`src/ugc_pkg.sv`:
```
// Shared constants for the USB global control register bank and its controller
package ugc_pkg;

    // ==========================================
    // Device register offsets
    localparam logic [15:0] OFS_CTRL_STAT = 16'h7FD6;
    localparam logic [15:0] OFS_TOGGLE = 16'h7FD7;
    localparam logic [15:0] OFS_FRAME_LO = 16'h7FD8;
    localparam logic [15:0] OFS_FRAME_HI = 16'h7FD9;
    localparam logic [15:0] OFS_FUNC_ADDR = 16'h7FDB;
    localparam logic [15:0] OFS_PAIRING = 16'h7FDD;
    localparam logic [15:0] OFS_IN_VALID = 16'h7FDE;

    // ==========================================
    // Field positions
    localparam int CS_WAKE = 7;
    localparam int CS_DETACH = 3;
    localparam int CS_DETACH_OE = 2;
    localparam int CS_REQ_SEL = 1;
    localparam int CS_RESUME = 0;
    localparam int TG_VALUE = 7;
    localparam int TG_SET = 6;
    localparam int TG_CLR = 5;
    localparam int TG_DIR = 4;
    localparam int TG_EP_LSB = 0;
    localparam int TG_EP_W = 3;
    localparam int PR_ISO_ZLP = 7;
    localparam int PR_SPARE = 6;
    localparam int PR_OUT_LSB = 3;
    localparam int PR_IN_LSB = 0;
    localparam int PAIR_N = 3;

    // ==========================================
    // Widths and reset values
    localparam int FRAME_W = 11;
    localparam int ADDR_W = 7;
    localparam logic [7:0] CS_RESET = 8'h04;
    localparam logic [7:0] PAIR_RESET = 8'h00;
    localparam logic [7:0] IN_VALID_RESET = 8'h57;
    localparam logic [3:0] ISO_EP_FIRST = 4'h8;
    localparam logic [1:0] PAIR_FULL = 2'h2;

    // ==========================================
    // Controller APB map
    localparam logic [11:0] APB_CMD = 12'h000;
    localparam logic [11:0] APB_STAT = 12'h004;
    localparam int CMD_WDATA_LSB = 16;
    localparam int CMD_WRITE = 24;
    localparam int CMD_RESUME = 25;
    localparam int ST_BUSY = 8;
    localparam int ST_REFUSED = 9;

    // ==========================================
    // Timing
    localparam int CLK_MHZ = 100;
    localparam int RESUME_MIN_MS = 10;
    localparam int RESUME_MAX_MS = 15;
    localparam int RESUME_HOLD_CYC = RESUME_MIN_MS * 1000 * CLK_MHZ;

endpackage

```
`src/ugc_reg_if.sv`:
```
// Register port between the register bank and its controller
`timescale 1ns/10ps
interface ugc_reg_if (
    input wire logic pclk,
    input wire logic presetn
);
    logic [15:0] addr;
    logic [7:0] wdata;
    logic wr;
    logic rd;
    logic [7:0] rdata;

    modport dev (
        input pclk,
        input presetn,
        input addr,
        input wdata,
        input wr,
        input rd,
        output rdata
    );

    modport ctl (
        input pclk,
        input presetn,
        output addr,
        output wdata,
        output wr,
        output rd,
        input rdata
    );
endinterface

```
`src/ugc_fall_detect.sv`:
```
// Two-stage synchroniser with falling-edge pulse
`timescale 1ns/10ps
module ugc_fall_detect (
    // Clock and reset
    input wire logic pclk,
    input wire logic presetn,
    // Pin and event
    input wire logic pin_n,
    output logic fall
);
    logic meta_r;
    logic sync_r;
    logic last_r;

    // ==========================================
    // Synchroniser and edge
    always_ff @(posedge pclk or negedge presetn)
    begin
        if (!presetn)
        begin
            meta_r <= 1'b1;
            sync_r <= 1'b1;
            last_r <= 1'b1;
        end
        else
        begin
            meta_r <= pin_n;
            sync_r <= meta_r;
            last_r <= sync_r;
        end
    end

    assign fall = last_r & ~sync_r;
endmodule

```
`src/ugc_device.sv`:
```
// Global USB control and status register bank of the device core
`timescale 1ns/10ps
// Notes on behaviour
// RULE1: wake pin fall sets flag; write-one clears
// RULE2: detach pin driven to inverse control bit
// RULE3: output enable zero floats detach pin
// RULE4: select bit picks core or processor requests
// RULE5: boot done or external memory sets select
// RULE6: resume bit drives K; firmware holds 10-15ms
// RULE7: toggle value reads selected endpoint toggle
// RULE8: set bit forces selected toggle DATA1
// RULE9: clear bit forces selected toggle DATA0
// RULE10: direction bit plus three-bit endpoint select
// RULE11: every SOF latches eleven-bit frame number
// RULE12: missing SOF increments stored frame count
// RULE13: capture host address; answer only it
// RULE14: re-enumeration resets address to zero
// RULE15: empty iso IN: silence or zero-length
// RULE16: OUT pairing bits double-buffer bulk OUT
// RULE17: IN pairing bits double-buffer bulk IN
// RULE18: paired firmware uses even endpoint only
// RULE19: eight IN valid bits, reset 0x57
// RULE20: invalid endpoint gets no response
// RULE21: first paired IN load leaves busy low
// RULE22: wake pin synchronised before edge detect
module ugc_device (
    // Register port
    ugc_reg_if.dev bus,
    // Pins
    input wire logic wake_pin_n,
    output logic detach_pin_o,
    output logic detach_pin_oe,
    output logic resume_k_drive,
    // Straps and boot
    input wire logic external_memory_select,
    input wire logic eeprom_present,
    input wire logic boot_load_done,
    // Frame events
    input wire logic sof_seen,
    input wire logic [ugc_pkg::FRAME_W-1:0] sof_frame,
    input wire logic sof_lost,
    // Address assignment
    input wire logic set_addr_stb,
    input wire logic [ugc_pkg::ADDR_W-1:0] set_addr_val,
    // Toggle flips from packet engine
    input wire logic tgl_flip_stb,
    input wire logic tgl_flip_in,
    input wire logic [ugc_pkg::TG_EP_W-1:0] tgl_flip_ep,
    // Token decision
    input wire logic tok_stb,
    input wire logic [ugc_pkg::ADDR_W-1:0] tok_addr,
    input wire logic tok_in,
    input wire logic [3:0] tok_ep,
    input wire logic tok_fifo_empty,
    output logic tok_done,
    output logic tok_respond,
    output logic tok_zlp,
    // Control outputs
    output logic request_handler_select,
    output logic [ugc_pkg::PAIR_N-1:0] out_pair_enable,
    output logic [ugc_pkg::PAIR_N-1:0] in_pair_enable,
    // Paired IN buffers
    input wire logic [ugc_pkg::PAIR_N-1:0] in_bc_wr_even,
    input wire logic [ugc_pkg::PAIR_N-1:0] in_pkt_sent_even,
    output logic [ugc_pkg::PAIR_N-1:0] in_pair_busy
);
    logic wake_fall;
    logic wake_r;
    logic wake_nxt;
    logic detach_r;
    logic detach_nxt;
    logic req_sel_r;
    logic req_sel_nxt;
    logic strap_seen_r;
    logic [15:0] toggle_r;
    logic [15:0] toggle_nxt;
    logic tgl_dir_r;
    logic [ugc_pkg::TG_EP_W-1:0] tgl_ep_r;
    logic [ugc_pkg::FRAME_W-1:0] frame_r;
    logic [ugc_pkg::FRAME_W-1:0] frame_nxt;
    logic [ugc_pkg::ADDR_W-1:0] faddr_r;
    logic [ugc_pkg::ADDR_W-1:0] faddr_nxt;
    logic [7:0] pair_r;
    logic [7:0] in_valid_r;
    logic [7:0] rdata_r;

    // ==========================================
    // Address decode
    wire cs_wr = bus.wr && (bus.addr == ugc_pkg::OFS_CTRL_STAT);
    wire tg_wr = bus.wr && (bus.addr == ugc_pkg::OFS_TOGGLE);
    wire pr_wr = bus.wr && (bus.addr == ugc_pkg::OFS_PAIRING);
    wire iv_wr = bus.wr && (bus.addr == ugc_pkg::OFS_IN_VALID);
    wire [3:0] tg_wsel = {bus.wdata[ugc_pkg::TG_DIR],
        bus.wdata[ugc_pkg::TG_EP_LSB +: ugc_pkg::TG_EP_W]};
    wire [3:0] tg_rsel = {tgl_dir_r, tgl_ep_r};
    wire [3:0] flip_sel = {tgl_flip_in, tgl_flip_ep};

    // ==========================================
    // Wake flag
    // RULE22: synchronised edge
    ugc_fall_detect u_wake (
        .pclk(bus.pclk),
        .presetn(bus.presetn),
        .pin_n(wake_pin_n),
        .fall(wake_fall)
    );

    // RULE1: set beats clear
    assign wake_nxt = wake_fall | (wake_r & ~(cs_wr & bus.wdata[ugc_pkg::CS_WAKE]));

    // ==========================================
    // Control bits
    // RULE2: pin is inverse bit
    assign detach_nxt = cs_wr ? bus.wdata[ugc_pkg::CS_DETACH] : detach_r;
    // RULE5: hardware sets select
    wire req_sel_set = boot_load_done
        | (strap_seen_r & external_memory_select & ~eeprom_present);
    // RULE4: request routing select
    assign req_sel_nxt = req_sel_set | (cs_wr ? bus.wdata[ugc_pkg::CS_REQ_SEL] : req_sel_r);
    // RULE14: re-enumeration clears address
    wire request_handler_select_start = req_sel_nxt & ~req_sel_r;
    // RULE13: captured host address
    assign faddr_nxt = request_handler_select_start ? '0 : (set_addr_stb ? set_addr_val : faddr_r);

    // ==========================================
    // Frame count
    // RULE11: latch on SOF
    // RULE12: synthesised SOF counts
    assign frame_nxt = sof_seen ? sof_frame
        : (sof_lost ? ugc_pkg::FRAME_W'(frame_r + 1'b1) : frame_r);

    // ==========================================
    // Data toggles
    genvar g;
    generate
        for (g = 0; g < 16; g++)
        begin : g_tgl
            // RULE8: force DATA1
            // RULE9: force DATA0
            assign toggle_nxt[g] =
                (tg_wr && tg_wsel == 4'(g) && bus.wdata[ugc_pkg::TG_SET]) ? 1'b1 :
                (tg_wr && tg_wsel == 4'(g) && bus.wdata[ugc_pkg::TG_CLR]) ? 1'b0 :
                (tgl_flip_stb && flip_sel == 4'(g)) ? ~toggle_r[g] : toggle_r[g];
        end
    endgenerate

    // ==========================================
    // Paired IN buffers
    generate
        for (g = 0; g < ugc_pkg::PAIR_N; g++)
        begin : g_pair
            logic [1:0] full_r;
            wire [1:0] full_nxt = 2'(full_r + {1'b0, in_bc_wr_even[g]}
                - {1'b0, in_pkt_sent_even[g] & (full_r != 2'h0)});
            always_ff @(posedge bus.pclk or negedge bus.presetn)
            begin
                if (!bus.presetn)
                begin
                    full_r <= 2'h0;
                    in_pair_busy[g] <= 1'b0;
                end
                else
                begin
                    full_r <= full_nxt;
                    // RULE17: two buffers when paired
                    // RULE21: one full buffer is not busy
                    in_pair_busy[g] <= pair_r[ugc_pkg::PR_IN_LSB + g]
                        ? (full_nxt == ugc_pkg::PAIR_FULL) : (full_nxt != 2'h0);
                end
            end
        end
    endgenerate

    // ==========================================
    // Token decision
    wire tok_hit = (tok_addr == faddr_r);
    wire tok_iso = (tok_ep >= ugc_pkg::ISO_EP_FIRST);
    // RULE20: invalid IN endpoint silent
    wire tok_ep_ok = (tok_in && !tok_iso) ? in_valid_r[tok_ep[2:0]] : 1'b1;
    wire tok_iso_empty = tok_in & tok_iso & tok_fifo_empty;
    wire zlp_on = pair_r[ugc_pkg::PR_ISO_ZLP];

    // ==========================================
    // Read mux
    wire [7:0] cs_val = {wake_r, 3'h0, detach_r, detach_pin_oe, req_sel_r, resume_k_drive};
    // RULE7: selected toggle value
    wire [7:0] tg_val = {toggle_r[tg_rsel], 2'h0, tgl_dir_r, 1'b0, tgl_ep_r};
    wire [7:0] rd_val =
        (bus.addr == ugc_pkg::OFS_CTRL_STAT) ? cs_val :
        (bus.addr == ugc_pkg::OFS_TOGGLE) ? tg_val :
        (bus.addr == ugc_pkg::OFS_FRAME_LO) ? frame_r[7:0] :
        (bus.addr == ugc_pkg::OFS_FRAME_HI) ? {5'h00, frame_r[10:8]} :
        (bus.addr == ugc_pkg::OFS_FUNC_ADDR) ? {1'b0, faddr_r} :
        (bus.addr == ugc_pkg::OFS_PAIRING) ? pair_r :
        (bus.addr == ugc_pkg::OFS_IN_VALID) ? in_valid_r : 8'h00;

    // ==========================================
    // Register state
    always_ff @(posedge bus.pclk or negedge bus.presetn)
    begin
        if (!bus.presetn)
        begin
            wake_r <= ugc_pkg::CS_RESET[ugc_pkg::CS_WAKE];
            detach_r <= ugc_pkg::CS_RESET[ugc_pkg::CS_DETACH];
            detach_pin_o <= ~ugc_pkg::CS_RESET[ugc_pkg::CS_DETACH];
            detach_pin_oe <= ugc_pkg::CS_RESET[ugc_pkg::CS_DETACH_OE];
            req_sel_r <= ugc_pkg::CS_RESET[ugc_pkg::CS_REQ_SEL];
            resume_k_drive <= ugc_pkg::CS_RESET[ugc_pkg::CS_RESUME];
            strap_seen_r <= 1'b0;
            toggle_r <= 16'h0000;
            tgl_dir_r <= 1'b0;
            tgl_ep_r <= '0;
            frame_r <= '0;
            faddr_r <= '0;
            pair_r <= ugc_pkg::PAIR_RESET;
            in_valid_r <= ugc_pkg::IN_VALID_RESET;
            rdata_r <= 8'h00;
        end
        else
        begin
            wake_r <= wake_nxt;
            detach_r <= detach_nxt;
            // RULE2: inverse of control bit
            detach_pin_o <= ~detach_nxt;
            // RULE3: enable floats or drives
            if (cs_wr)
                detach_pin_oe <= bus.wdata[ugc_pkg::CS_DETACH_OE];
            // RULE6: K state while set
            if (cs_wr)
                resume_k_drive <= bus.wdata[ugc_pkg::CS_RESUME];
            req_sel_r <= req_sel_nxt;
            strap_seen_r <= 1'b1;
            toggle_r <= toggle_nxt;
            // RULE10: direction and endpoint
            if (tg_wr)
            begin
                tgl_dir_r <= bus.wdata[ugc_pkg::TG_DIR];
                tgl_ep_r <= bus.wdata[ugc_pkg::TG_EP_LSB +: ugc_pkg::TG_EP_W];
            end
            frame_r <= frame_nxt;
            faddr_r <= faddr_nxt;
            // RULE16: pairing bits stored
            if (pr_wr)
                pair_r <= bus.wdata;
            // RULE19: IN valid bits
            if (iv_wr)
                in_valid_r <= bus.wdata;
            if (bus.rd)
                rdata_r <= rd_val;
        end
    end

    // ==========================================
    // Token answer
    always_ff @(posedge bus.pclk or negedge bus.presetn)
    begin
        if (!bus.presetn)
        begin
            tok_done <= 1'b0;
            tok_respond <= 1'b0;
            tok_zlp <= 1'b0;
        end
        else
        begin
            tok_done <= tok_stb;
            // RULE13: only own address
            // RULE15: empty iso reply choice
            tok_respond <= tok_stb & tok_hit & tok_ep_ok & ~(tok_iso_empty & ~zlp_on);
            tok_zlp <= tok_stb & tok_hit & tok_iso_empty & zlp_on;
        end
    end

    assign bus.rdata = rdata_r;
    assign request_handler_select = req_sel_r;
    assign out_pair_enable = pair_r[ugc_pkg::PR_OUT_LSB +: ugc_pkg::PAIR_N];
    assign in_pair_enable = pair_r[ugc_pkg::PR_IN_LSB +: ugc_pkg::PAIR_N];
endmodule

```
`src/flat_wrapper.sv`:
```
// flat-port wrapper written by rule: the top's interface ports become plain ports
module ugc_device_flat 
  (wake_pin_n, detach_pin_o, detach_pin_oe, resume_k_drive, external_memory_select, eeprom_present, boot_load_done, sof_seen, sof_frame, sof_lost, set_addr_stb, set_addr_val, tgl_flip_stb, tgl_flip_in, tgl_flip_ep, tok_stb, tok_addr, tok_in, tok_ep, tok_fifo_empty, tok_done, tok_respond, tok_zlp, request_handler_select, out_pair_enable, in_pair_enable, in_bc_wr_even, in_pkt_sent_even, in_pair_busy, pclk, presetn, bus_addr, bus_wdata, bus_wr, bus_rd, bus_rdata);
  ugc_reg_if bus_i (.pclk(pclk), .presetn(presetn));
  input wire logic wake_pin_n;
  output logic detach_pin_o;
  output logic detach_pin_oe;
  output logic resume_k_drive;
  input wire logic external_memory_select;
  input wire logic eeprom_present;
  input wire logic boot_load_done;
  input wire logic sof_seen;
  input wire logic [ugc_pkg::FRAME_W-1:0] sof_frame;
  input wire logic sof_lost;
  input wire logic set_addr_stb;
  input wire logic [ugc_pkg::ADDR_W-1:0] set_addr_val;
  input wire logic tgl_flip_stb;
  input wire logic tgl_flip_in;
  input wire logic [ugc_pkg::TG_EP_W-1:0] tgl_flip_ep;
  input wire logic tok_stb;
  input wire logic [ugc_pkg::ADDR_W-1:0] tok_addr;
  input wire logic tok_in;
  input wire logic [3:0] tok_ep;
  input wire logic tok_fifo_empty;
  output logic tok_done;
  output logic tok_respond;
  output logic tok_zlp;
  output logic request_handler_select;
  output logic [ugc_pkg::PAIR_N-1:0] out_pair_enable;
  output logic [ugc_pkg::PAIR_N-1:0] in_pair_enable;
  input wire logic [ugc_pkg::PAIR_N-1:0] in_bc_wr_even;
  input wire logic [ugc_pkg::PAIR_N-1:0] in_pkt_sent_even;
  output logic [ugc_pkg::PAIR_N-1:0] in_pair_busy;
  input wire logic pclk;
  input wire logic presetn;
  input wire logic [$bits(bus_i.addr)-1:0] bus_addr;
  input wire logic [$bits(bus_i.wdata)-1:0] bus_wdata;
  input wire logic [$bits(bus_i.wr)-1:0] bus_wr;
  input wire logic [$bits(bus_i.rd)-1:0] bus_rd;
  output wire logic [$bits(bus_i.rdata)-1:0] bus_rdata;
  assign bus_i.addr = bus_addr;
  assign bus_i.wdata = bus_wdata;
  assign bus_i.wr = bus_wr;
  assign bus_i.rd = bus_rd;
  assign bus_rdata = bus_i.rdata;
  ugc_device u_core (.bus(bus_i), .wake_pin_n(wake_pin_n), .detach_pin_o(detach_pin_o), .detach_pin_oe(detach_pin_oe), .resume_k_drive(resume_k_drive), .external_memory_select(external_memory_select), .eeprom_present(eeprom_present), .boot_load_done(boot_load_done), .sof_seen(sof_seen), .sof_frame(sof_frame), .sof_lost(sof_lost), .set_addr_stb(set_addr_stb), .set_addr_val(set_addr_val), .tgl_flip_stb(tgl_flip_stb), .tgl_flip_in(tgl_flip_in), .tgl_flip_ep(tgl_flip_ep), .tok_stb(tok_stb), .tok_addr(tok_addr), .tok_in(tok_in), .tok_ep(tok_ep), .tok_fifo_empty(tok_fifo_empty), .tok_done(tok_done), .tok_respond(tok_respond), .tok_zlp(tok_zlp), .request_handler_select(request_handler_select), .out_pair_enable(out_pair_enable), .in_pair_enable(in_pair_enable), .in_bc_wr_even(in_bc_wr_even), .in_pkt_sent_even(in_pkt_sent_even), .in_pair_busy(in_pair_busy));
endmodule
```
`config.mk`:
```
export PLATFORM = sky130hd
export DESIGN_NAME = ugc_device_flat
export DESIGN_NICKNAME = d
export VERILOG_FILES = /design/src/ugc_pkg.sv /design/src/ugc_reg_if.sv /design/src/ugc_fall_detect.sv /design/src/ugc_device.sv /design/src/flat_wrapper.sv
export SDC_FILE = /design/constraint.sdc
export NUM_CORES = 1
export LEC_CHECK = 0
export ABC_AREA = 1
export BUFFER_PORTS_ARGS = -buffer_cell sky130_fd_sc_hd__buf_2
export CAP_MARGIN = 40
export CORE_MARGIN = 2
export CORE_UTILIZATION = 47
export DETAILED_ROUTE_END_ITERATION = 16
export GPL_TIMING_DRIVEN = 1
export PLACE_DENSITY = 0.7
export SKIP_CTS_REPAIR_TIMING = 1
export SLEW_MARGIN = 25
export SYNTH_ARGS = -nofsm -noshare
export SYNTH_HDL_FRONTEND = slang
export SYNTH_SLANG_ARGS = --single-unit
```
`constraint.sdc`:
```
create_clock -name pclk -period 3.1 [get_ports pclk]
set_input_delay 0.465 -clock pclk [delete_from_list [all_inputs] [get_ports pclk]]
set_output_delay 0.465 -clock pclk [all_outputs]
set_load 0.05 [all_outputs]
```
==> results of run 1 <==
## final cells by class
type	instances	area, um^2	share of cell area (%)
Multi-Input combinational cell	462	2430	42.4
Sequential cell	84	2110	36.8
Timing Repair Buffer	103	549	9.57
Inverter	71	267	4.64
Tap cell	136	170	2.96
Clock buffer	9	124	2.16
Clock inverter	7	82.6	1.44
## sequential cells by signal, indices dropped and copies added, names as in the netlist, 3 cells and up
signal                cells
u_core.toggle_r          16
u_core.in_pair_busy       3
u_core.frame_r           11
u_core.tgl_ep_r           3
u_core.in_valid_r         8
u_core.faddr_r            7
u_core.g_pair.full_r      6
u_core.pair_r             8
u_core.bus.rdata          8
## worst reg2reg max path: stages (launching register included)
cell and delay, ps:
dfrtp_1 400, o21a_1 200, ha_1 270, inv_1 40
ha_1 170, xnor2_1 170, xnor2_1 170, nor2_1 60
a21oi_1 110
## cell families (layout without fill, tap and decap cells)
family,count (synthesis),after routing,synth area share (%)
compound gates,105,105,11.8
fa+ha+maj,7,7,1.77
flops,84,84,42.8
buf+inv,91,190,7.93
xor+xnor,33,33,5.85
simple gates,313,313,29.1
other cells,1,1,0.0759
mux,3,3,0.608
## per-layer routing
layer	routed length, um	share of wire, %	vias up	track usage, %
met5	0	0	-	0
met4	173	1.4	0	6.96
met3	796	6.5	14	5.95
met2	5880	48	138	37.8
met1	5480	44	2076	31.5
li1	-	-	2258	-
## metrics by stage
stage | worst slack (ps) | hold slack, ps | total power, uW | util [%]
finish | 1270 | 174 | 3030 | 55.8
global route | 1040 | 155 | 3250 | 55.8
CTS | 1310 | 159 | 3060 | 55.5
detailed placement | 893 | 347 | 2220 | 53.5
global placement | 994 | 346 | 2170 | 53.4
floorplan | 1520 | 169 | 1980 | -
## worst max path at each step
| stage | depth (start not counted) | slack, ps | end | startpoint |
|---|---|---|---|---|
| floorplan | 10 | 1520 | u_core.toggle_r[10]$_DFFE_PN0P_ | bus_addr[14] |
| global placement | 9 | 990 | u_core.toggle_r[13]$_DFFE_PN0P_ | bus_addr[15] |
| detailed placement | 9 | 890 | u_core.toggle_r[6]$_DFFE_PN0P_ | bus_addr[15] |
| CTS | 9 | 1310 | u_core.toggle_r[6]$_DFFE_PN0P_ | bus_addr[15] |
| global route | 10 | 1040 | u_core.toggle_r[11]$_DFFE_PN0P_ | bus_addr[13] |
| finish | 9 | 1270 | u_core.toggle_r[6]$_DFFE_PN0P_ | bus_addr[15] |
## power groups by stage
stage	Sequential (uW)	Combinational, uW	Clock, uW
floorplan	1470	510	0
global placement	1440	733	0
detailed placement	1450	771	0
CTS	1430	777	851
global route	1450	893	900
finish	1430	771	825
## layout by cell type (no fill, tap or decap), types with 8 or more instances in the layout
cell type,n
dfrtp_1,74
o21ai_0,50
nand3_1,49
nor2_4,9
clkbuf_8,9
a21oi_1,27
nand4_1,14
nand2_1,131
xor2_1,20
inv_1,66
nor2_1,86
xnor2_1,13
o21ai_1,8
buf_2,100
dfstp_2,10
==> results.env, run 1 <==
SYNTH_REGISTER_BITS=84
GRT_ANTENNA_BEFORE_REPAIR=0
LAYOUTNONFILLERINSTCOUNT=872
INITIAL_UTILIZATION_PCT=48.1
STATUS='complete, no violations'
HOLD_VIOL_FINAL=0
ASYNC_FLOP_SHARE_PCT=100
SYN_INST=637
FINAL.SETUP.TNS_PS=0
PWR-SHARE-CLK_PCT=27.3
SYNTH_CELL_TYPE_COUNT=41
CRITICAL_PATH_REQUIRED_PS=3370
MAX-CAP-VIOLATIONS=0
AREA_GROWTH_SYN_TO_LAYOUT_PCT=16.2
CRIT_FAMILY='simple AND/OR/NAND/NOR gates'
PLACE.GP.CONGESTION=0.849
FINALCRITPERIODSHARE_PCT=58.9
CTSLONGESTPATHBUFFERS=2
NUM-FILL-CELLS=1000
TIMING.FINAL.MAX_SLEW_VIOLATIONS=0
TIMING_WORST_SLEW_PIN_VALUE_PS=629
FINAL_CELL_AREA_MM2=0.00574
CTS_MADE_BUFFERS=9
WORST_SKEW_PAIR.LATE_LATENCY_PS=380
FLOORPLAN.IO_PINS=102
DRT_WL_TOTAL_MM=12.3
CLKTRANSATPATHREGS_PS=90
PIN_COUNT_OF_THE_BIGGEST_NET_ENTERING_GLOBAL_ROUTING=85
POST_SYNTH_MOST_FREQUENT_CELLS='nand2_1, nor2_1, dfrtp_1'
FMAX_MHz=547
MIN_TO='u_core.u_wake.meta_r$_DFF_PN1_'
GRT_FIRST_PASS_WIRELENGTH_MM=20.8
TIMING.CRITICAL_PATH.FROM_TYPE='input port'
LEAKAGE_uW=0.00280
WORST-PATH-MAX-FANOUT=24
WORST_CLOCK_SKEW_PS=6.43
I_O_BUFFERS=101
POST_SYNTH_DESIGN_CELL_AREA_MM2=0.00494
TIMING.REG2REG.WORST_PATH_DEPTH=8
DPL.CELL_COUNT=854
CRIT_CHAIN='buf_2, nor2_4, nand2_1, nor2_4, nand4_2, nor2_4, nand3_1, o21ai_1, nand2_1'
HOLD_PATH.STARTPOINT='wake_pin_n'
SYNTH_MOST_COMMON_CELL='nand2_1'
DPL_CELL_AREA_MM2=0.00550
CRITICAL_PATH_BUF_INV_COUNT=1
ROUTE.DETAILED.VIAS_PER_INST=5.14
MAXSLEWHEADROOM_PCT=57.9
DRTANTENNAVIOLNETS=0
CLOCK-ROOT-BUFFER='clkbuf_8'
SYNTH_EDF_COUNT=0
CLOCK_SINKS=84
CRIT_TYPE='input port to flip-flop'
SYN_NETS=722
VIA_TOTAL_AFTER_DETAILED_ROUTING=4486
DIE_HEIGHT_UM=107
REGTOREGSETUPSLACK_PS=1450
GRT_OVERFLOW_TOTAL=0
SYNTH.AREA.TOP_CELLS='dfrtp_1, nand2_1, nor2_1'
POWER.SWITCHING_FRACTION_PCT=33.7
YS_DOMINANT_REG_CELL='dfrtp_1'
R2R_PATH_START='u_core.g_pair[2].full_r[1]$_DFF_PN0_'
HTREE_NUM_LEVELS=3
TIMING.FINAL.SETUP_VIOLATIONS=0
SYN-MEAN-INSTANCE-AREA_UM2=7.75
CTS_TREE='yes'
FP.COREAREA_MM2=0.0103
DETAILEDROUTE.FIRSTPASSITERATIONCOUNT=5
WORST_PATH_MAX_DELAY_CELL='nor2_4'
CELLPOWERDENSITY_mW_PER_MM2=527
FIRST_GLOBAL_VIAS=4328
HOLD_CLASS='input port to flip-flop'
HOLDPATHSTAGES=1
NUM_ANTENNA_CELLS=0
FINALNETCOUNT=816
COMB_POWER_SHARE_PCT=25.5
POST-ROUTE-MIN-PERIOD_PS=1830
INTPOWER_uW=2010
CRITPATHCAPTURETYPE='flip-flop'
RSZ_0062_RAISED_AFTER_GLOBAL_ROUTING='no'
SEQ_AREA_FRAC_SYNTH_PCT=42.8
MAX-VDD-IR-DROP_uV=330
POWER_FRAC_SEQ_PCT=47.2
YOSYS_WARNINGS=0
WORST_PATH_LARGEST_CELL_DELAY_PS=450
GR-USAGE-ALL-LAYERS_PCT=23.5
DIE_SPAN_X_UM=107
R2R-END='u_core.in_pair_busy[2]$_DFF_PN0_'
WL_PER_CELL_UM=14.1
DRT_DRC_VIOLATIONS_LEFT=0
YOSYS.AREA.TOP_TYPE_SHARE_PCT=37.5
DETAILEDROUTE.FIRSTITERATIONVIOLATIONS=285
SYNTH_TOP_CELL_BY_AREA='dfrtp_1'
WORSTPATHARRIVAL_PS=2100
FP-ROW-COUNT=37
CRIT_TOP_CELL='nor2_4'
DIE_FOOTPRINT_MM2=0.0113
HPWL_DP_MM=9.33
POWER.SWITCHING_uW=1020
LAYOUT_CELLS_SIZED_ABOVE_1_PCT=21.2
No activity file was read; power rests on OpenSTA's default activity.
==> inputs of run 2 (changes only) <==
PLACE_DENSITY = 0.73   (was 0.7)
clock period = 1.5 ns   (was 3.1 ns; I/O delays follow)
==> run 2 against run 1 <==
Compared with the run above:
- the flow now finishes with violations (negative setup slack)
- clock skew increased by 1.7 ps
- global-route usage increased by 0.78 points
- wire length increased by 5.6%
- clock power increased by 110%
- register-to-register slack got worse by 1600 ps
- total power increased by 120%
- non-clock buffer count increased by 40
- sequential share of layout area decreased by 2.4 points
- final cell count increased by 4.6%
- design area increased by 6.8%
- worst hold slack got worse by 97 ps
- combinational power increased to 2.6 times the previous value
==> results.env, run 2 (same netlist as run 1, synthesis figures left out) <==
CRIT_CELLS=8  # -1
FP.COREAREA_MM2=0.0103  # unchanged
HOLD_VIOL_FINAL=0  # unchanged
FINALNETCOUNT=856  # +4.9%
CRITPATHCAPTURETYPE='flip-flop'
WORSTPATHARRIVAL_PS=1970  # -130 ps
WORST-PATH-MAX-FANOUT=2  # -92%
FINALCRITPERIODSHARE_PCT=112
CRIT_TYPE='flip-flop to flip-flop'
CLKTRANSATPATHREGS_PS=100  # about the same
WORST_CLOCK_SKEW_PS=8.11  # +1.68 ps
FAILED_CHECKS='negative setup slack'
CELLPOWERDENSITY_mW_PER_MM2=1090  # +110%
DETAILEDROUTE.FIRSTPASSITERATIONCOUNT=5  # unchanged
ROUTE.DETAILED.VIAS_PER_INST=5.32  # +3.4%
CTS_MADE_BUFFERS=9  # unchanged
MAX_REG_FLOPS=16  # unchanged
FINAL.SETUP.TNS_PS=-562  # -562 ps
DRT_DRC_VIOLATIONS_LEFT=0  # unchanged
DETAILEDROUTE.FIRSTITERATIONVIOLATIONS=363  # +27%
MAXSLEWHEADROOM_PCT=63.3  # +5.4 points
R2R-END='u_core.in_pair_busy[2]$_DFF_PN0_'
WORST_SKEW_PAIR.LATE_LATENCY_PS=370  # about the same
DIE_FOOTPRINT_MM2=0.0113  # unchanged
I_O_BUFFERS=101  # unchanged
GRT_FIRST_PASS_WIRELENGTH_MM=21.9  # +4.9%
CRIT_FAMILY='adder cells'
LAYOUT_SETUP_WS_PS=-178  # -1450 ps
TIMING.FINAL.SETUP_VIOLATIONS=4  # +4
STATUS='finished, violations left'
FLOORPLAN.IO_PINS=102  # unchanged
GRT_ANTENNA_BEFORE_REPAIR=0  # unchanged
DRT_WL_TOTAL_MM=13.0  # +5.6%
GRT_OVERFLOW_TOTAL=0  # unchanged
MAX-CAP-VIOLATIONS=0  # unchanged
VIA_TOTAL_AFTER_DETAILED_ROUTING=4849  # +8.1%
CRIT_PATH_END='u_core.in_pair_busy[2]$_DFF_PN0_'
TIMING_WORST_SLEW_PIN_VALUE_PS=550  # -79.1 ps
TIMING.REG2REG.WORST_PATH_DEPTH=8  # unchanged
HOLD_PATH.STARTPOINT='sof_frame[0]'
LAYOUT_CELLS_SIZED_ABOVE_1_PCT=26.8  # +5.6 points
DIE_SPAN_X_UM=107  # unchanged
TIMING.CRITICAL_PATH.FROM_TYPE='flip-flop'
NUM_ANTENNA_CELLS=0  # unchanged
FP-ROW-COUNT=37  # unchanged
CTSLONGESTPATHBUFFERS=2  # unchanged
POST-ROUTE-MIN-PERIOD_PS=1680
FIRST_GLOBAL_VIAS=4663  # +7.7%
RSZ_0062_RAISED_AFTER_GLOBAL_ROUTING='yes'
DRTANTENNAVIOLNETS=0  # unchanged
WL_PER_CELL_UM=14.3  # +0.97%
HOLD_CLASS='input port to flip-flop'
HTREE_NUM_LEVELS=3  # unchanged
FMAX_MHz=596
CRITPATHLAUNCH='u_core.g_pair[2].full_r[1]$_DFF_PN0_'
CRITICAL_PATH_REQUIRED_PS=1790  # -1580 ps
DIE_HEIGHT_UM=107  # unchanged
PIN_COUNT_OF_THE_BIGGEST_NET_ENTERING_GLOBAL_ROUTING=31  # -64%
HPWL_DP_MM=9.85  # +5.6%
WORST_PATH_MAX_DELAY_CELL='dfrtp_1'
CRIT_CHAIN='o21a_1, ha_1, inv_1, ha_2, xnor2_2, xnor2_1, nor2_1, a21oi_1'
MAX-VDD-IR-DROP_uV=871  # +160%
CTS_TREE='yes'
PLACE.GP.CONGESTION=0.885  # +4.1%
R2R_PATH_START='u_core.g_pair[2].full_r[1]$_DFF_PN0_'
INITIAL_UTILIZATION_PCT=48.1  # unchanged
CLOCK-ROOT-BUFFER='clkbuf_8'
NUM-FILL-CELLS=961  # -3.9%
HOLD_WS_PS=77.3  # -96.9 ps
REGTOREGSETUPSLACK_PS=-180  # -1630 ps
REG_TOP3='u_core.toggle_r x16, u_core.frame_r x11'
MOSTFREQUENTLAYOUTCELLS='nand2_1, buf_2, nor2_1, dfrtp_1, inv_1'
LAYOUT_COMMONEST_CELL='nand2_1'
TIMING.FINAL.MAX_SLEW_VIOLATIONS=0  # unchanged
CRITICAL_PATH_BUF_INV_COUNT=1  # unchanged
LEAKAGE_uW=0.00301  # +7.7%
MAX_FLOP_REGISTER='u_core.toggle_r'
AREA_GROWTH_SYN_TO_LAYOUT_PCT=24.2
CLOCK_SINKS=84  # unchanged
WORST_PATH_LARGEST_CELL_DELAY_PS=400  # -50 ps
GR-USAGE-ALL-LAYERS_PCT=24.3  # +0.78 points
run 2: cell types whose count changed in the layout (fill, tap and decap cells not counted), sizes merged:
cell,change
dlygate4sd3,+2
clkinvlp,-1
buf,+38
inv,+1
run 2: worst min-delay path by stage:
stage / end / slack [ps] / cells past startpoint
3_5_place_dp: u_core.pair_r[7]$_DFFE_PN0P_ / 190 / 1
4_1_cts: u_core.pair_r[2]$_DFFE_PN0P_ / -220 / 1
2_1_floorplan: u_core.bus.rdata[0]$_DFFE_PN0P_ / -70 / 0
6_report: u_core.frame_r[0]$_DFFE_PN0P_ / 80 / 3
5_1_grt: u_core.frame_r[0]$_DFFE_PN0P_ / 70 / 3
3_3_place_gp: u_core.pair_r[7]$_DFFE_PN0P_ / 190 / 1
run 2: per-layer routing:
metal | share of wire [%] | GRT usage, %
met5 | 0 | 0
met1 | 42 | 31.9
met4 | 1.9 | 7.79
met2 | 48 | 41.0
met3 | 7.9 | 4.23
run 2: stage by stage:
stage	cells	area [um^2]	utilization (%)	setup slack, ps	total power (uW)
4_1_cts	904	6010	58.5	-196	6540
2_1_floorplan	637	4960	-	-33.0	4150
5_1_grt	912	6130	59.7	-285	7130
3_5_place_dp	888	5800	56.5	-172	4760
6_report	912	6130	59.7	-178	6700
3_3_place_gp	888	5800	56.5	-61.9	4630
run 2: tightest hold or removal path, delay by kind of cell:
| family | cells | cell delay [ps] |
|---|---|---|
| buf+inv | 1 | 80 |
| compound gates | 1 | 70 |
| simple gates | 1 | 50 |
run 2: cell type report:
type | instances | area [um^2] | area share [%]
tap | 136 | 170 | 2.77
sequential | 84 | 2110 | 34.5
inverter | 71 | 267 | 4.35
clock buffer | 9 | 124 | 2.02
multi-input combinational | 462 | 2510 | 40.9
clock inverter | 7 | 82.6 | 1.35
timing repair buffer | 143 | 868 | 14.2
run 2: power breakdown:
group / total [uW] / internal, uW / switching [uW]
registers: 2950 / 2670 / 272
logic: 2000 / 942 / 1060
clock network: 1750 / 802 / 949
==> inputs of run 3 (changes only) <==
ABC_CLOCK_PERIOD_IN_PS = 1500   (was not set)
BUFFER_PORTS_ARGS = not set   (was -buffer_cell sky130_fd_sc_hd__buf_2)
DONT_BUFFER_PORTS = 1   (was not set)
PLACE_DENSITY = not set   (was 0.73)
SYNTH_HIERARCHICAL = 1   (was not set)
==> run 3 against run 2 <==
Compared with the run above:
- the run ends with negative hold slack, negative setup slack left
- wire length is 5.1% higher
- synthesized cell count is 5.2% higher
- area after synthesis is 5.5% higher
- clock-buffer cell count is 2 higher
- clock skew is 3.1 ps lower
- worst hold slack worse by 540 ps
- critical endpoint is now u_core/in_pair_busy[1]$_DFF_PN0_
- largest power group unchanged
- highest routed layer unchanged
==> results.env, run 3 <==
STATUS='finished, violations left'
FAILED_CHECKS='negative hold slack, negative setup slack'
SYNTH_MOST_COMMON_CELL='nand2_1'
I_O_BUFFERS=0  # -100%
AREA_GROWTH_SYN_TO_LAYOUT_PCT=15.5
FINALCRITPERIODSHARE_PCT=110  # -2.3 points
FINAL_CORE_OCC_PCT=55.5  # -4.2 points
CTS_MADE_BUFFERS=9  # unchanged
GRT_OVERFLOW_TOTAL=0  # unchanged
FP-ROW-COUNT=38  # +2.7%
FINALNETCOUNT=801  # -6.4%
FIRST_GLOBAL_VIAS=4488  # -3.8%
WIRE_LENGTH_ON_MET2_MM=6.45  # +3.7%
HPWL_DP_MM=10.3  # +4.9%
CLOCK_SINKS=84  # unchanged
MAX-VDD-IR-DROP_uV=999  # +15%
TIMING.FINAL.SETUP_VIOLATIONS=3  # -1
INITIAL_UTILIZATION_PCT=48.0  # about the same
DETAIL_ROUTE.WIRELENGTH.MET1_MM=5.94  # +7.7%
SEQ_AREA_FRAC_SYNTH_PCT=40.6  # -2.2 points
CRIT_TYPE='flip-flop to flip-flop'
WORSTPATHARRIVAL_PS=1950  # -20 ps
DIE_FOOTPRINT_MM2=0.0119  # +5.3%
ROUTE.DETAILED.VIAS_PER_INST=5.42  # +1.9%
GR-USAGE-ALL-LAYERS_PCT=24.3  # about the same
TIMING.CRITICAL_PATH.FROM_TYPE='flip-flop'
POST_SYNTH_MOST_FREQUENT_CELLS='nand2_1, inv_1, dfrtp_1'
DRT_WL_TOTAL_MM=13.7  # +5.1%
NUM_ANTENNA_CELLS=0  # unchanged
RSZ_0062_RAISED_AFTER_GLOBAL_ROUTING='yes'
TIMING_WORST_SLEW_PIN_VALUE_PS=513  # -37.2 ps
WORST_CLOCK_SKEW_PS=4.98  # -3.13 ps
FP.COREAREA_MM2=0.0108  # +5.5%
MAX_REG_FLOPS=16  # unchanged
PIN_COUNT_OF_THE_BIGGEST_NET_ENTERING_GLOBAL_ROUTING=85  # +170%
CELLPOWERDENSITY_mW_PER_MM2=1090  # -0.46%
HOLD_VIOL_FINAL=87  # +87
MET3_WIRELENGTH_MM=1.08  # +4.1%
HOLD_CLASS='input port to asynchronous set/reset pin'
MAXSLEWHEADROOM_PCT=65.8  # +2.5 points
SYNTH.AREA.TOP_CELLS='dfrtp_1, nand2_1, inv_1'
MAX-CAP-VIOLATIONS=0  # unchanged
SYNTH_TOP_CELL_BY_AREA='dfrtp_1'
FLOORPLAN.IO_PINS=102  # unchanged
DRTANTENNAVIOLNETS=0  # unchanged
YOSYS_WARNINGS=6  # +6
LAYOUT_CELLS_SIZED_ABOVE_1_PCT=17.3  # -9.5 points
HTREE_NUM_LEVELS=3  # unchanged
TIMING.FINAL.MAX_SLEW_VIOLATIONS=0  # unchanged
GRT_ANTENNA_BEFORE_REPAIR=0  # unchanged
DIE_SPAN_X_UM=109  # +2.6%
SYN_INST=670  # +5.2%
VIA_TOTAL_AFTER_DETAILED_ROUTING=4666  # -3.8%
WORST_SKEW_PAIR.LATE_LATENCY_PS=380  # about the same
FINAL_CELL_AREA_MM2=0.00602  # -1.9%
HOLD_WS_PS=-468  # -545 ps
POST-ROUTE-MIN-PERIOD_PS=1640  # -34.7 ps
CTSLONGESTPATHBUFFERS=2  # unchanged
SYN-MEAN-INSTANCE-AREA_UM2=7.77  # +0.28%
CRITPATHCAPTURETYPE='flip-flop'
YS_DOMINANT_REG_CELL='dfrtp_1'
DETAILEDROUTE.FIRSTITERATIONVIOLATIONS=284  # -22%
POST_SYNTH_DESIGN_CELL_AREA_MM2=0.00521  # +5.5%
CLKTRANSATPATHREGS_PS=90  # about the same
REG_TOP3='u_core/toggle_r x16, u_core/frame_r x11'
TOP_SIGNAL_LAYER_USED='met4'
LEAKAGE_uW=0.00293  # -2.7%
CRITICAL_PATH_REQUIRED_PS=1810  # +20 ps
MOSTFREQUENTLAYOUTCELLS='nand2_1, inv_1, dfrtp_1, nor2_1, nand3_1'
MAX_FLOP_REGISTER='u_core/toggle_r'
SYN_NETS=755  # +4.6%
R2R_PATH_START='u_core/g_pair[1].full_r[1]$_DFF_PN0_'
CLOCK-ROOT-BUFFER='clkbuf_8'
GRT_FIRST_PASS_WIRELENGTH_MM=22.0  # +0.47%
DETAILEDROUTE.FIRSTPASSITERATIONCOUNT=5  # unchanged
WORST-PATH-MAX-FANOUT=2  # unchanged
CRITPATHLAUNCH='u_core/g_pair[1].full_r[1]$_DFF_PN0_'
LAYOUT_COMMONEST_CELL='nand2_1'
YOSYS.AREA.TOP_TYPE_SHARE_PCT=35.6  # -1.9 points
NUM-FILL-CELLS=1059  # +10%
FMAX_MHz=609  # +2.1%
SYNTH_REGISTER_BITS=84  # unchanged
CTS_TREE='yes'
ASYNC_FLOP_SHARE_PCT=100  # unchanged
PLACE.GP.CONGESTION=0.894  # +1.1%
DIE_HEIGHT_UM=109  # +2.6%
DPL_CELL_AREA_MM2=0.00554  # -4.5%
SYNTH_EDF_COUNT=0  # unchanged
DRT_DRC_VIOLATIONS_LEFT=0  # unchanged
WL_PER_CELL_UM=15.9  # +11%
LAYOUT_SETUP_WS_PS=-143  # +34.7 ps
SYNTH_CELL_TYPE_COUNT=48  # +17%
[run 3: cell count changes in the layout (fill, tap and decap cells not counted), sizes merged, moves of 9 or more]
| cell | before | now |
|---|---|---|
| o21ai | 58 | 48 |
| buf | 140 | 41 |
| nand4 | 15 | 31 |
| dlygate4sd3 | 3 | 13 |
| nor2 | 99 | 66 |
| nor3 | 6 | 15 |
| nand2 | 136 | 175 |
[run 3: worst paths after layout]
path,end,depth (start not counted),slack [ps]
worst min register to register,u_core/u_wake/sync_r$_DFF_PN1_,0,370
worst min-delay path,u_core/tok_done$_DFF_PN0_,0,-470
min in group pclk,u_core/tgl_ep_r[2]$_DFFE_PN0N_,2,-10
worst max register to register,u_core/in_pair_busy[1]$_DFF_PN0_,8,-140
worst max-delay path,u_core/in_pair_busy[1]$_DFF_PN0_,8,-140
max in group asynchronous,u_core/in_valid_r[6]$_DFFE_PN1P_,0,1760
[run 3: power by group]
| part | switching, uW | internal (uW) |
|---|---|---|
| sequential | 325 | 2620 |
| clock | 884 | 948 |
| combinational | 850 | 907 |
| total | 2060 | 4480 |
[run 3: metrics by stage]
stage	worst slack [ps]	setup TNS (ps)	instances	power, uW
6_report	-143	-301	861	6540
2_1_floorplan	-28.0	-47.4	670	4050
3_5_place_dp	-141	-293	828	4380
5_1_grt	-246	-797	861	6970
3_3_place_gp	-70.2	-117	828	4300
4_1_cts	-167	-353	844	6230
[run 3: cell type report]
type	count	area (um^2)	share of cell area [%]
tap	140	175	2.91
clock inverter	5	85.1	1.41
sequential	84	2110	35.1
multi-input combinational	484	2760	45.9
inverter	83	313	5.20
timing repair buffer	54	438	7.28
clock buffer	11	131	2.18
[run 3: kinds of logic (layout without fill, tap and decap cells)]
logic type | Yosys count | count (layout) | synth area share, %
adders and majority gates | 7 | 7 | 1.68
buffers and inverters | 102 | 153 | 8.46
and+or+nand+nor | 350 | 350 | 32.5
muxes | 7 | 7 | 1.35
other | 1 | 1 | 0.0720
DFF | 84 | 84 | 40.6
xor gates and xnor gates | 28 | 28 | 4.71
AOI/OAI and AO/OA | 91 | 91 | 10.6
[run 3: per-layer routing]
metal | vias up | track usage (%)
met2 | 160 | 37.7
li1 | 2288 | -
met5 | - | 0
met4 | 0 | 9.31
met1 | 2201 | 32.6
met3 | 17 | 6.52
[run 3: worst max-delay path: stages (launching register included)]
cell and delay, ps:
dfrtp_1 390, o21a_1 190, ha_1 280, inv_2 40
ha_4 150, xnor2_2 130, xnor2_1 210, nor2_1 70
a21oi_1 110
